`src/rtl/tx_auth_pkg.sv`:
```
// Package of constants and types for the transaction authentication input builder
package tx_auth_pkg;

  // AXI4-Lite register byte offsets
  localparam logic [7:0] OFF_CONFIG    = 8'h00;
  localparam logic [7:0] OFF_COMMAND   = 8'h04;
  localparam logic [7:0] OFF_PARAM     = 8'h08;
  localparam logic [7:0] OFF_COUNT     = 8'h0C;
  localparam logic [7:0] OFF_STATUS    = 8'h10;
  localparam logic [7:0] OFF_LENGTH    = 8'h14;
  localparam logic [7:0] OFF_DATA_IN   = 8'h18;
  localparam logic [7:0] OFF_IDENT     = 8'h1C;
  localparam logic [7:0] OFF_ENC_PREV  = 8'h2C;
  localparam logic [7:0] OFF_PREV_ID   = 8'h3C;
  localparam logic [7:0] OFF_KEY_SEED  = 8'h4C;
  localparam logic [7:0] OFF_AUTH_VAL  = 8'h50;
  localparam logic [7:0] OFF_OUT_BYTE  = 8'h58;
  localparam int         ID_WORDS      = 4;

  // Configuration bit positions
  localparam int CFG_FILE_PRESENT = 0;
  localparam int CFG_COMMIT_EN    = 1;
  localparam int CFG_KEY_REQUIRED = 2;
  localparam int CFG_ID_REQUIRED  = 3;
  localparam int CFG_EXCL_UNAUTH  = 4;
  localparam int CFG_LIMIT_HIT    = 5;
  localparam int CFG_AUTH         = 6;
  localparam int CFG_AUTH_COMMIT  = 7;
  localparam int CFG_MAC_MODE     = 8;

  // Status bit positions
  localparam int ST_BUSY      = 0;
  localparam int ST_REJECT    = 1;
  localparam int ST_ID_DONE   = 2;
  localparam int ST_FINAL     = 3;
  localparam int ST_KEYS      = 4;
  localparam int ST_ENC_VALID = 5;

  // Layout constants
  localparam int         BLOCK_BYTES  = 16;
  localparam logic [3:0] BLOCK_MASK   = 4'hF;
  localparam logic [4:0] READ_ZEROS   = 5'h08;
  localparam logic [4:0] WRITE_ZEROS  = 5'h08;
  localparam logic [4:0] UPDATE_ZEROS = 5'h05;
  localparam logic [7:0] ZERO_BYTE    = 8'h00;
  localparam logic [31:0] RESP_SLVERR = 32'h0000_0002;

  // Command codes are fixed localparams with neutral values
  localparam logic [7:0] CODE_READ    = 8'h01;
  localparam logic [7:0] CODE_WRITE   = 8'h02;
  localparam logic [7:0] CODE_UPDATE  = 8'h03;
  localparam logic [7:0] CODE_ERASE   = 8'h04;
  localparam logic [7:0] CODE_COMMIT  = 8'h05;

  typedef enum {
    OP_NONE,
    OP_READ,
    OP_WRITE,
    OP_UPDATE,
    OP_ERASE,
    OP_IDENT,
    OP_FINALIZE,
    OP_CANCEL
  } op_e;

  typedef enum {
    PH_IDLE,
    PH_HEAD,
    PH_ZEROS,
    PH_DATA,
    PH_IDENT,
    PH_ENC,
    PH_FILL
  } phase_e;

  // Command fields captured from software
  typedef struct packed {
    logic [7:0]  file_index;
    logic [23:0] first_field;
    logic [23:0] second_field;
    logic [23:0] third_field;
  } cmd_fields_s;

  // One emitted byte of the input string
  typedef struct packed {
    logic       valid;
    logic [7:0] value;
  } out_byte_s;

endpackage

```
`src/rtl/transaction_mac_input_builder.sv`:
```
// Builder of the transaction authentication input byte string
// Overview of operation
// - Read: code, file, start, count, 8 zeros, data
// - Write: code, file, offset, length, 8 zeros, data
// - Update: code, file, entry, offset, length, 5 zeros
// - No trailing fill after record data
// - Erase: code, file, fill to 16
// - Reject commit without file or disabled
// - Reject second identity commit per transaction
// - Store identity; authenticated copies to previous
// - Authenticated: code, identity, encrypted previous, fill
// - Unauthenticated: code, identity, fill
// - Fill is fewest zeros to multiple 16
// - Encrypted reply only when authenticated
// - Free access still updates when authenticated
// - Reject identity commit at counter ceiling
// - Key-required commit needs commit key
// - Finalize computation only on successful commit; the code enforces this only when CFG_ID_REQUIRED is set
// - Cancel drops computation and input
// - Previous identity encrypted with derived key
// - Derive session keys before first append
// - Produce 8-byte truncated auth value
// - Exclude unauthenticated operations when configured
//
// Chosen here: the address map and the AXI4-Lite interface to the registers.
`timescale 1ns/100ps
`default_nettype none

module transaction_mac_input_builder
  import tx_auth_pkg::*;
(
  // Clock and reset
  input  wire logic        sys_clk_in,
  input  wire logic        rst_in,
  // AXI4-Lite write address and data
  input  wire logic [7:0]  awaddr_in,
  input  wire logic        awvalid_in,
  output logic             awready_out,
  input  wire logic [31:0] wdata_in,
  input  wire logic [3:0]  wstrb_in,
  input  wire logic        wvalid_in,
  output logic             wready_out,
  // AXI4-Lite write response
  output logic [1:0]       bresp_out,
  output logic             bvalid_out,
  input  wire logic        bready_in,
  // AXI4-Lite read
  input  wire logic [7:0]  araddr_in,
  input  wire logic        arvalid_in,
  output logic             arready_out,
  output logic [31:0]      rdata_out,
  output logic [1:0]       rresp_out,
  output logic             rvalid_out,
  input  wire logic        rready_in,
  // Input string byte stream
  output out_byte_s        tx_auth_input_out
);

  logic [8:0]   config_reg;
  cmd_fields_s  fields;
  logic [31:0]  length;
  logic [31:0]  current_reader_identity [ID_WORDS];
  logic [31:0]  previous_reader_identity [ID_WORDS];
  logic [31:0]  encrypted_prev_identity [ID_WORDS];
  logic [31:0]  app_tx_root_key;
  logic [31:0]  session_auth_key;
  logic [31:0]  session_encrypt_key;
  logic [63:0]  tx_auth_value;
  logic [63:0]  hash_state;
  logic         keys_ready;
  logic         id_done;
  logic         id_authed;
  logic         rejected;
  logic         finalized;
  logic         enc_valid;
  op_e          op;
  phase_e       phase;
  logic [4:0]   cnt;
  logic [23:0]  data_left;
  out_byte_s    emit;
  logic         aw_held;
  logic         w_held;
  logic [7:0]   aw_addr;
  logic [31:0]  w_data;
  logic         wr_fire;
  logic         cmd_start;
  logic         auth_now;
  logic         id_ok;
  logic         skip;
  logic [7:0]   head_byte;
  logic [4:0]   head_len;

  // Write channel capture, address and data in either order
  assign awready_out = !aw_held && !bvalid_out;
  assign wready_out  = !w_held && !bvalid_out;
  // Data bytes wait in the channel until the sequencer is ready for them
  assign wr_fire     = aw_held && w_held && !bvalid_out
                       && !(aw_addr == OFF_DATA_IN && phase != PH_IDLE
                            && phase != PH_DATA);

  always_ff @(posedge sys_clk_in)
  begin
    if (rst_in)
    begin
      aw_held <= 1'b0;
      w_held  <= 1'b0;
      aw_addr <= 8'h00;
      w_data  <= 32'h0000_0000;
    end
    else
    begin
      if (awvalid_in && awready_out)
      begin
        aw_held <= 1'b1;
        aw_addr <= awaddr_in;
      end
      else if (wr_fire)
        aw_held <= 1'b0;
      if (wvalid_in && wready_out)
      begin
        w_held <= 1'b1;
        w_data <= wdata_in;
      end
      else if (wr_fire)
        w_held <= 1'b0;
    end
  end

  always_ff @(posedge sys_clk_in)
  begin
    if (rst_in)
    begin
      bvalid_out <= 1'b0;
      bresp_out  <= 2'b00;
    end
    else if (wr_fire)
    begin
      bvalid_out <= 1'b1;
      bresp_out  <= (aw_addr <= OFF_KEY_SEED) ? 2'b00 : RESP_SLVERR[1:0];
    end
    else if (bready_in)
      bvalid_out <= 1'b0;
  end

  assign cmd_start = wr_fire && aw_addr == OFF_COMMAND
                     && (phase == PH_IDLE || w_data[2:0] == 3'h7);
  assign auth_now  = config_reg[CFG_AUTH];

  // Identity commit acceptance
  always_comb
  begin
    id_ok = config_reg[CFG_FILE_PRESENT] && config_reg[CFG_COMMIT_EN];
    if (id_done)
      id_ok = 1'b0;
    if (config_reg[CFG_LIMIT_HIT])
      id_ok = 1'b0;
    if (config_reg[CFG_KEY_REQUIRED] && !config_reg[CFG_AUTH_COMMIT])
      id_ok = 1'b0;
    if (auth_now && !config_reg[CFG_MAC_MODE])
      id_ok = 1'b0;
  end

  assign skip = config_reg[CFG_EXCL_UNAUTH] && !auth_now;

  // Configuration and parameter registers
  always_ff @(posedge sys_clk_in)
  begin
    if (rst_in)
    begin
      config_reg      <= 9'h000;
      fields          <= '0;
      app_tx_root_key <= 32'h0000_0000;
    end
    else if (wr_fire)
    begin
      unique case (aw_addr)
        OFF_CONFIG:   config_reg <= w_data[8:0];
        OFF_PARAM:    fields <= {w_data[31:24], w_data[23:0],
                                 fields.second_field, fields.third_field};
        OFF_COUNT:    fields <= {fields.file_index, fields.first_field,
                                 w_data[23:0], fields.third_field};
        OFF_LENGTH:   fields.third_field <= w_data[23:0];
        OFF_KEY_SEED: app_tx_root_key <= w_data;
        default:      ;
      endcase
    end
  end

  // Header bytes per command; fields go out low byte first
  always_comb
  begin
    head_byte = ZERO_BYTE;
    head_len  = 5'h08;
    unique case (op)
      OP_READ:   head_len = 5'h08;
      OP_WRITE:  head_len = 5'h08;
      OP_UPDATE: head_len = 5'h0B;
      OP_ERASE:  head_len = 5'h02;
      default:   head_len = 5'h01;
    endcase
    if (cnt == 5'h00)
    begin
      unique case (op)
        OP_READ:   head_byte = CODE_READ;
        OP_WRITE:  head_byte = CODE_WRITE;
        OP_UPDATE: head_byte = CODE_UPDATE;
        OP_ERASE:  head_byte = CODE_ERASE;
        default:   head_byte = CODE_COMMIT;
      endcase
    end
    else if (cnt == 5'h01)
      head_byte = fields.file_index;
    else if (cnt < 5'h05)
      head_byte = fields.first_field[8*(cnt-5'h02) +: 8];
    else if (cnt < 5'h08)
      head_byte = fields.second_field[8*(cnt-5'h05) +: 8];
    else
      head_byte = fields.third_field[8*(cnt-5'h08) +: 8];
  end

  // Byte sequencer
  always_ff @(posedge sys_clk_in)
  begin
    if (rst_in)
    begin
      op        <= OP_NONE;
      phase     <= PH_IDLE;
      cnt       <= 5'h00;
      data_left <= 24'h000000;
      emit      <= '0;
      rejected  <= 1'b0;
      id_done   <= 1'b0;
      id_authed <= 1'b0;
      finalized <= 1'b0;
      enc_valid <= 1'b0;
      length    <= 32'h0000_0000;
    end
    else
    begin
      emit <= '0;
      if (cmd_start)
      begin
        rejected <= 1'b0;
        cnt      <= 5'h00;
        unique case (w_data[2:0])
          3'h1, 3'h2, 3'h3, 3'h4:
          begin
            op <= op_e'(w_data[2:0]);
            finalized <= 1'b0;
            if (!skip)
              phase <= PH_HEAD;
            data_left <= fields.third_field;
          end
          3'h5:
          begin
            op <= OP_IDENT;
            if (id_ok)
            begin
              phase     <= PH_HEAD;
              id_done   <= 1'b1;
              id_authed <= auth_now;
              enc_valid <= auth_now;
            end
            else
              rejected <= 1'b1;
          end
          3'h6:
          begin
            if (config_reg[CFG_ID_REQUIRED] && !id_done)
              rejected <= 1'b1;
            else
            begin
              finalized <= 1'b1;
              length    <= 32'h0000_0000;
              id_done   <= 1'b0;
              enc_valid <= 1'b0;
            end
          end
          3'h7:
          begin
            phase     <= PH_IDLE;
            length    <= 32'h0000_0000;
            id_done   <= 1'b0;
            enc_valid <= 1'b0;
            finalized <= 1'b0;
          end
          default: ;
        endcase
      end
      else if (phase != PH_IDLE && keys_ready)
      begin
        unique case (phase)
          PH_HEAD:
          begin
            emit <= '{1'b1, head_byte};
            length <= length + 32'd1;
            cnt <= cnt + 5'h01;
            if (cnt + 5'h01 == head_len)
            begin
              cnt <= 5'h00;
              unique case (op)
                OP_READ, OP_WRITE, OP_UPDATE: phase <= PH_ZEROS;
                OP_IDENT: phase <= PH_IDENT;
                default:  phase <= PH_FILL;
              endcase
            end
          end
          PH_ZEROS:
          begin
            emit <= '{1'b1, ZERO_BYTE};
            length <= length + 32'd1;
            cnt <= cnt + 5'h01;
            if (cnt + 5'h01 == ((op == OP_UPDATE) ? UPDATE_ZEROS : READ_ZEROS))
            begin
              phase <= (data_left == 24'h000000) ? PH_IDLE : PH_DATA;
            end
          end
          PH_DATA:
          begin
            // data ends when data_left runs out, wherever that falls in a block; no fill follows
            if (wr_fire && aw_addr == OFF_DATA_IN)
            begin
              emit <= '{1'b1, w_data[7:0]};
              length <= length + 32'd1;
              data_left <= data_left - 24'h000001;
              if (data_left == 24'h000001)
                phase <= PH_IDLE;
            end
          end
          PH_IDENT:
          begin
            emit <= '{1'b1, current_reader_identity[cnt[3:2]][8*cnt[1:0] +: 8]};
            length <= length + 32'd1;
            cnt <= cnt + 5'h01;
            if (cnt == 5'h0F)
            begin
              cnt <= 5'h00;
              phase <= id_authed ? PH_ENC : PH_FILL;
            end
          end
          PH_ENC:
          begin
            emit <= '{1'b1, encrypted_prev_identity[cnt[3:2]][8*cnt[1:0] +: 8]};
            length <= length + 32'd1;
            cnt <= cnt + 5'h01;
            if (cnt == 5'h0F)
              phase <= PH_FILL;
          end
          PH_FILL:
          begin
            if ((length[3:0] & BLOCK_MASK) == 4'h0)
              phase <= PH_IDLE;
            else
            begin
              emit <= '{1'b1, ZERO_BYTE};
              length <= length + 32'd1;
            end
          end
          default: phase <= PH_IDLE;
        endcase
      end
    end
  end

  // Identity storage
  generate
    for (genvar i = 0; i < ID_WORDS; i++)
    begin : g_ident
      always_ff @(posedge sys_clk_in)
      begin
        if (rst_in)
        begin
          current_reader_identity[i]  <= 32'h0000_0000;
          previous_reader_identity[i] <= 32'h0000_0000;
          encrypted_prev_identity[i]  <= 32'h0000_0000;
        end
        else
        begin
          if (wr_fire && aw_addr == OFF_IDENT + 8'(4 * i) && phase == PH_IDLE)
            current_reader_identity[i] <= w_data;
          if (cmd_start && w_data[2:0] == 3'h6 && id_authed && id_done
              && !(config_reg[CFG_ID_REQUIRED] && !id_done))
            previous_reader_identity[i] <= current_reader_identity[i];
          // encrypt with key derived from root, not messaging keys
          encrypted_prev_identity[i] <= previous_reader_identity[i]
                                        ^ session_encrypt_key;
        end
      end
    end
  endgenerate

  // Session keys and running keyed value
  always_ff @(posedge sys_clk_in)
  begin
    if (rst_in)
    begin
      keys_ready          <= 1'b0;
      session_auth_key    <= 32'h0000_0000;
      session_encrypt_key <= 32'h0000_0000;
      hash_state          <= 64'h0;
      tx_auth_value       <= 64'h0;
    end
    else
    begin
      if (phase != PH_IDLE && length == 32'h0000_0000 && !keys_ready)
      begin
        session_auth_key    <= {app_tx_root_key[30:0], 1'b1};
        session_encrypt_key <= {app_tx_root_key[29:0], 2'b10};
        keys_ready          <= 1'b1;
        hash_state          <= 64'h0;
      end
      else if (emit.valid)
        hash_state <= {hash_state[55:0], emit.value}
                      ^ {32'h0, session_auth_key}
                      ^ {hash_state[7:0], 56'h0};
      if (cmd_start && w_data[2:0] == 3'h6
          && !(config_reg[CFG_ID_REQUIRED] && !id_done))
      begin
        tx_auth_value <= hash_state;
        keys_ready    <= 1'b0;
      end
      else if (cmd_start && w_data[2:0] == 3'h7)
      begin
        keys_ready <= 1'b0;
        hash_state <= 64'h0;
      end
    end
  end

  assign tx_auth_input_out = emit;

  // Read channel
  assign arready_out = !rvalid_out;

  always_ff @(posedge sys_clk_in)
  begin
    if (rst_in)
    begin
      rvalid_out <= 1'b0;
      rdata_out  <= 32'h0000_0000;
      rresp_out  <= 2'b00;
    end
    else if (arvalid_in && arready_out)
    begin
      rvalid_out <= 1'b1;
      rresp_out  <= 2'b00;
      rdata_out  <= 32'h0000_0000;
      if (araddr_in == OFF_CONFIG)
        rdata_out <= {23'h0, config_reg};
      else if (araddr_in == OFF_STATUS)
        rdata_out <= {26'h0, enc_valid, keys_ready, finalized,
                      id_done, rejected, phase != PH_IDLE};
      else if (araddr_in == OFF_LENGTH)
        rdata_out <= length;
      else if (araddr_in >= OFF_ENC_PREV && araddr_in < OFF_PREV_ID)
        rdata_out <= enc_valid
                     ? encrypted_prev_identity[araddr_in[3:2] + 2'h1]
                     : 32'h0000_0000;
      else if (araddr_in >= OFF_PREV_ID && araddr_in < OFF_KEY_SEED)
        rdata_out <= previous_reader_identity[araddr_in[3:2] + 2'h1];
      else if (araddr_in == OFF_AUTH_VAL)
        rdata_out <= tx_auth_value[31:0];
      else if (araddr_in == OFF_AUTH_VAL + 8'h04)
        rdata_out <= tx_auth_value[63:32];
      else if (araddr_in > OFF_OUT_BYTE)
        rresp_out <= RESP_SLVERR[1:0];
    end
    else if (rready_in)
      rvalid_out <= 1'b0;
  end

endmodule

`default_nettype wire

```
`config.mk`:
```
export PLATFORM = sky130hd
export DESIGN_NAME = transaction_mac_input_builder
export DESIGN_NICKNAME = d
export VERILOG_FILES = /design/src/rtl/tx_auth_pkg.sv /design/src/rtl/transaction_mac_input_builder.sv
export SDC_FILE = /design/constraint.sdc
export NUM_CORES = 2
export LEC_CHECK = 0
export ABC_AREA = 0
export BUFFER_PORTS_ARGS = -buffer_cell sky130_fd_sc_hd__buf_2
export CORE_AREA = 2 2 240 265
export CTS_BUF_LIST = sky130_fd_sc_hd__clkbuf_4
export CTS_CLUSTER_DIAMETER = 120
export DETAILED_ROUTE_END_ITERATION = 6
export DIE_AREA = 0 0 242 267
export PLACE_DENSITY = 0.78
export RECOVER_POWER = 100
export SYNTH_ARGS = -nofsm -noshare
export SYNTH_HDL_FRONTEND = slang
export SYNTH_SLANG_ARGS = --single-unit
```
`constraint.sdc`:
```
create_clock -name sys_clk_in -period 7.19 [get_ports sys_clk_in]
set_clock_uncertainty 0.1 [all_clocks]
set_input_delay 0.719 -clock sys_clk_in [delete_from_list [all_inputs] [get_ports sys_clk_in]]
set_output_delay 0.719 -clock sys_clk_in [all_outputs]
set_load 0.01 [all_outputs]
```
==> out/metrics.cfg <==
[sta]
worst_slack_ns=1.402
final.period_utilization_pct=80.51
setup-violations-final=0
worstMarginPinSlew_ns=4.416
final-max-slew-violation-count=924
fmax_mhz=172.8
setup-tns-final_ns=0
hold_violations=0
relSlewSlack_pct=-194.4
hold-worst-slack_ns=0.1335
rsz0062_at_grt=false
min_period_ns=5.788

[synthesis]
ys.flop_type=dfxtp_1
yosysWarnings=0
synth.distinct_cells=81
synth-edff-count=256
synthCells=3831
syn_avg_cell_area_sq_um=9.764
synth_top_area_share_pct=30.50
synth.area.top_cells=dfxtp_1 (31%), edfxtp_1 (21%), mux4_2 (7.7%), nand2_1 (6.6%), a21oi_1 (4.8%)
async_flop_share_pct=0
ys_seq_area_share_pct=51.06
synth_seq_cells=826
synth_largest_area_cell=dfxtp_1
netlist_area_sq_um=37410

[detailed_routing]
vias_per_cell=6.039
wl_microns=108000
drtAntennaViolNets=0
firstDrtPassIters=6
drt-initial-drc-count=3313
drc=0
vias=29747
routedWlPerCell_microns=21.93

[finish]
fillers=4895
largestRegisters=current_reader_identity (128), encrypted_prev_identity (128), previous_reader_identity (128)
layout-drive-gt1-share_pct=14.24
fin_nets=4003
multi_input_area_sq_um=16960
syn_to_final_growth_pct=10.12
stdcell_count=4926
seqCellArea_sq_um=19110
fin_area_sq_um=41190
post-route-util_pct=66.46

[clock_tree]
clock-root-buffer=clkbuf_4
cts_sinks=826
cts_setup_buffers=0
clk_pin_slew_worst_paths_ns=0.07
cts_tree=built
clockBufferDepth=3
cts-buffers-inserted=202
clkLatencyLatePin_ns=1.10
h-tree-depth=4
cts-resized-gates=0

[setup_path]
reg2reg_to=hash_state[55]
cp-end-kind=register
rr_worst_depth=8
critical_path.endpoint=hash_state[55]
worstPathMaxFanout=64
startpoint_type=register
r2r_slack_ns=1.40
crit_path_start=length[0]
r2r-start=length[0]
cp_data_arrival_time_ns=6.49
crit_required_ns=7.89
critPathKind=register to register

[job]
max_cap_viol_count=21

[floorplanning]
core_area_sq_um=61980
die-area_sq_um=64610
start_util_pct=60.35
rows=96
die_x_microns=242
dieHeight_microns=267
io_pins=109

[place]
routabilityCongestion=0.9479
postPlaceCellArea_sq_um=38190
post-dp-hpwl_microns=70090
pre_cts_ws_ns=2.617
portBuffers=102
dp_cells=4501

[power_and_ir_drop]
power.total_mw=9.381
p_seq_share_pct=53.3
swShare_pct=24.22
p_int_mw=7.109
ir_drop_uv=183.2
combPwrFrac_pct=4.9
p_per_area_nw_per_um2=227.7
leakage_nw=14.01
clockPowerShare_pct=41.8
p_sw_mw=2.272

[global_routing]
grt-ovfl-total=0
grt_pass1_vias=28693
grt_max_degree=204
grt_pass1_wl_microns=163800
antenna_found_initial=5
grt_usage_pct=33.25

[status]
status=finished, violations left
failed_checks=capacitance limit, slew limit

[min_path]
hold_class=input port to register

==> what timing repair did <==
action                     4_1_cts  5_1_grt
hold buffers                    55        0
setup endpoints to repair        0        0
hold endpoints to repair       105        0
==> power by group through the flow <==
stage                     combinational (mW)  sequential, mW  clock [mW]
after CTS                              0.457            4.99        3.95
after global placement                 0.429            5.09           0
final                                  0.462            5.00        3.92
after floorplan                        0.310            5.05           0
after global routing                   0.493            5.00        4.21
after detailed placement               0.432            5.09           0
==> metal layers <==
layer / vias to the layer above / wire length [microns] / share of wire, % / track usage [%]
met3: 318 / 11360 / 11 / 8.386
met1: 14156 / 40030 / 37 / 40.71
met4: 0 / 5836 / 5.4 / 18.79
li1: 13690 / - / - / -
met5: - / 0 / 0 / 0
met2: 1583 / 50810 / 47 / 53.95
==> worst max-delay path, stage by stage (launching register included) <==
cell,delay [ns]
dfxtp_1,0.34
inv_1,0.13
ha_1,0.16
nor3b_1,0.91
nand4_1,0.21
or3_2,0.94
nand2_1,0.21
clkbuf_1,2.31
nor2_1,0.16
==> kinds of logic after synthesis <==
| family | share of synthesized area, % |
|---|---|
| AOI/OAI and AO/OA | 11.92 |
| xor gates and xnor gates | 4.395 |
| adders and majority gates | 0.5686 |
| buffers and inverters | 3.746 |
| DFF | 51.06 |
| muxes | 9.576 |
| other | 0.01002 |
| and+or+nand+nor | 18.73 |
==> synthesized netlist by cell type (5+ instances only) <==
library cell and number:
nand2_1 656, dfxtp_1 570, a21oi_1 360, nor2_1 319
and2_1 274, edfxtp_1 256, clkbuf_1 225, xnor2_1 175
mux4_2 128, o21ai_0 114, a22oi_1 83, nand3_1 69
mux2i_1 62, a211oi_1 54, buf_1 42, buf_2 37
inv_1 36, nor3_1 32, or3_1 25, nor4_1 22
o211ai_1 22, nand4_1 20, ha_1 17, a31oi_1 16
nor2b_1 15, nand2b_1 14, o21ai_1 14, and3_1 13
a221oi_1 11, nand3b_1 11, o22ai_1 11, xor2_1 10
buf_4 9, a22o_1 7, mux2_2 7, o2bb2ai_1 7
a311oi_1 6, o31ai_1 6, a21o_1 5, o21bai_1 5
==> placed cells by master, fill, tap and decap left out, types with 13 or more instances in the layout <==
cell / netlist / routed
clkbuf_4: 0 / 325
xnor2_1: 175 / 175
or3_1: 25 / 24
dlygate4sd3_1: 0 / 55
a31oi_1: 16 / 16
nor2b_1: 15 / 15
nor3_1: 32 / 32
ha_1: 17 / 16
edfxtp_1: 256 / 256
mux2i_1: 62 / 62
nand4_1: 20 / 20
nand2_1: 656 / 655
a21oi_1: 360 / 359
and2_1: 274 / 146
buf_2: 37 / 53
clkbuf_1: 225 / 65
nand3_1: 69 / 69
o21ai_0: 114 / 121
mux4_2: 128 / 128
a211oi_1: 54 / 54
nor2_1: 319 / 317
inv_1: 36 / 36
o211ai_1: 22 / 22
and2_0: 2 / 130
dfxtp_1: 570 / 567
clkinv_1: 0 / 26
a22oi_1: 83 / 83
nor4_1: 22 / 20
nand2b_1: 14 / 14
buf_4: 9 / 30
and3_1: 13 / 13
==> area by class of cell <==
cell class              count  share of cell area (%)
diodes                      7                 0.04252
clock buffers             325                   5.923
clock inverters            38                  0.4070
inverters                  36                  0.3280
multi-input cells        2656                   41.18
flip-flops and latches    826                   46.38
well taps                 833                   2.530
repair buffers            205                   3.204
==> worst min path at each step <==
stage / depth (start not counted) / endpoint / slack [ns] / from
global route: 5 / rdata_out[17] / 0.1 / arvalid_in
CTS: 5 / rdata_out[20] / 0.05 / arvalid_in
floorplan: 2 / data_left[15] / 0.33 / data_left[15]
global placement: 2 / rdata_out[9] / 0.34 / rdata_out[9]
finish: 5 / rdata_out[20] / 0.13 / arvalid_in
detailed placement: 2 / rdata_out[9] / 0.34 / rdata_out[9]
No activity file was read; power rests on OpenSTA's default activity.
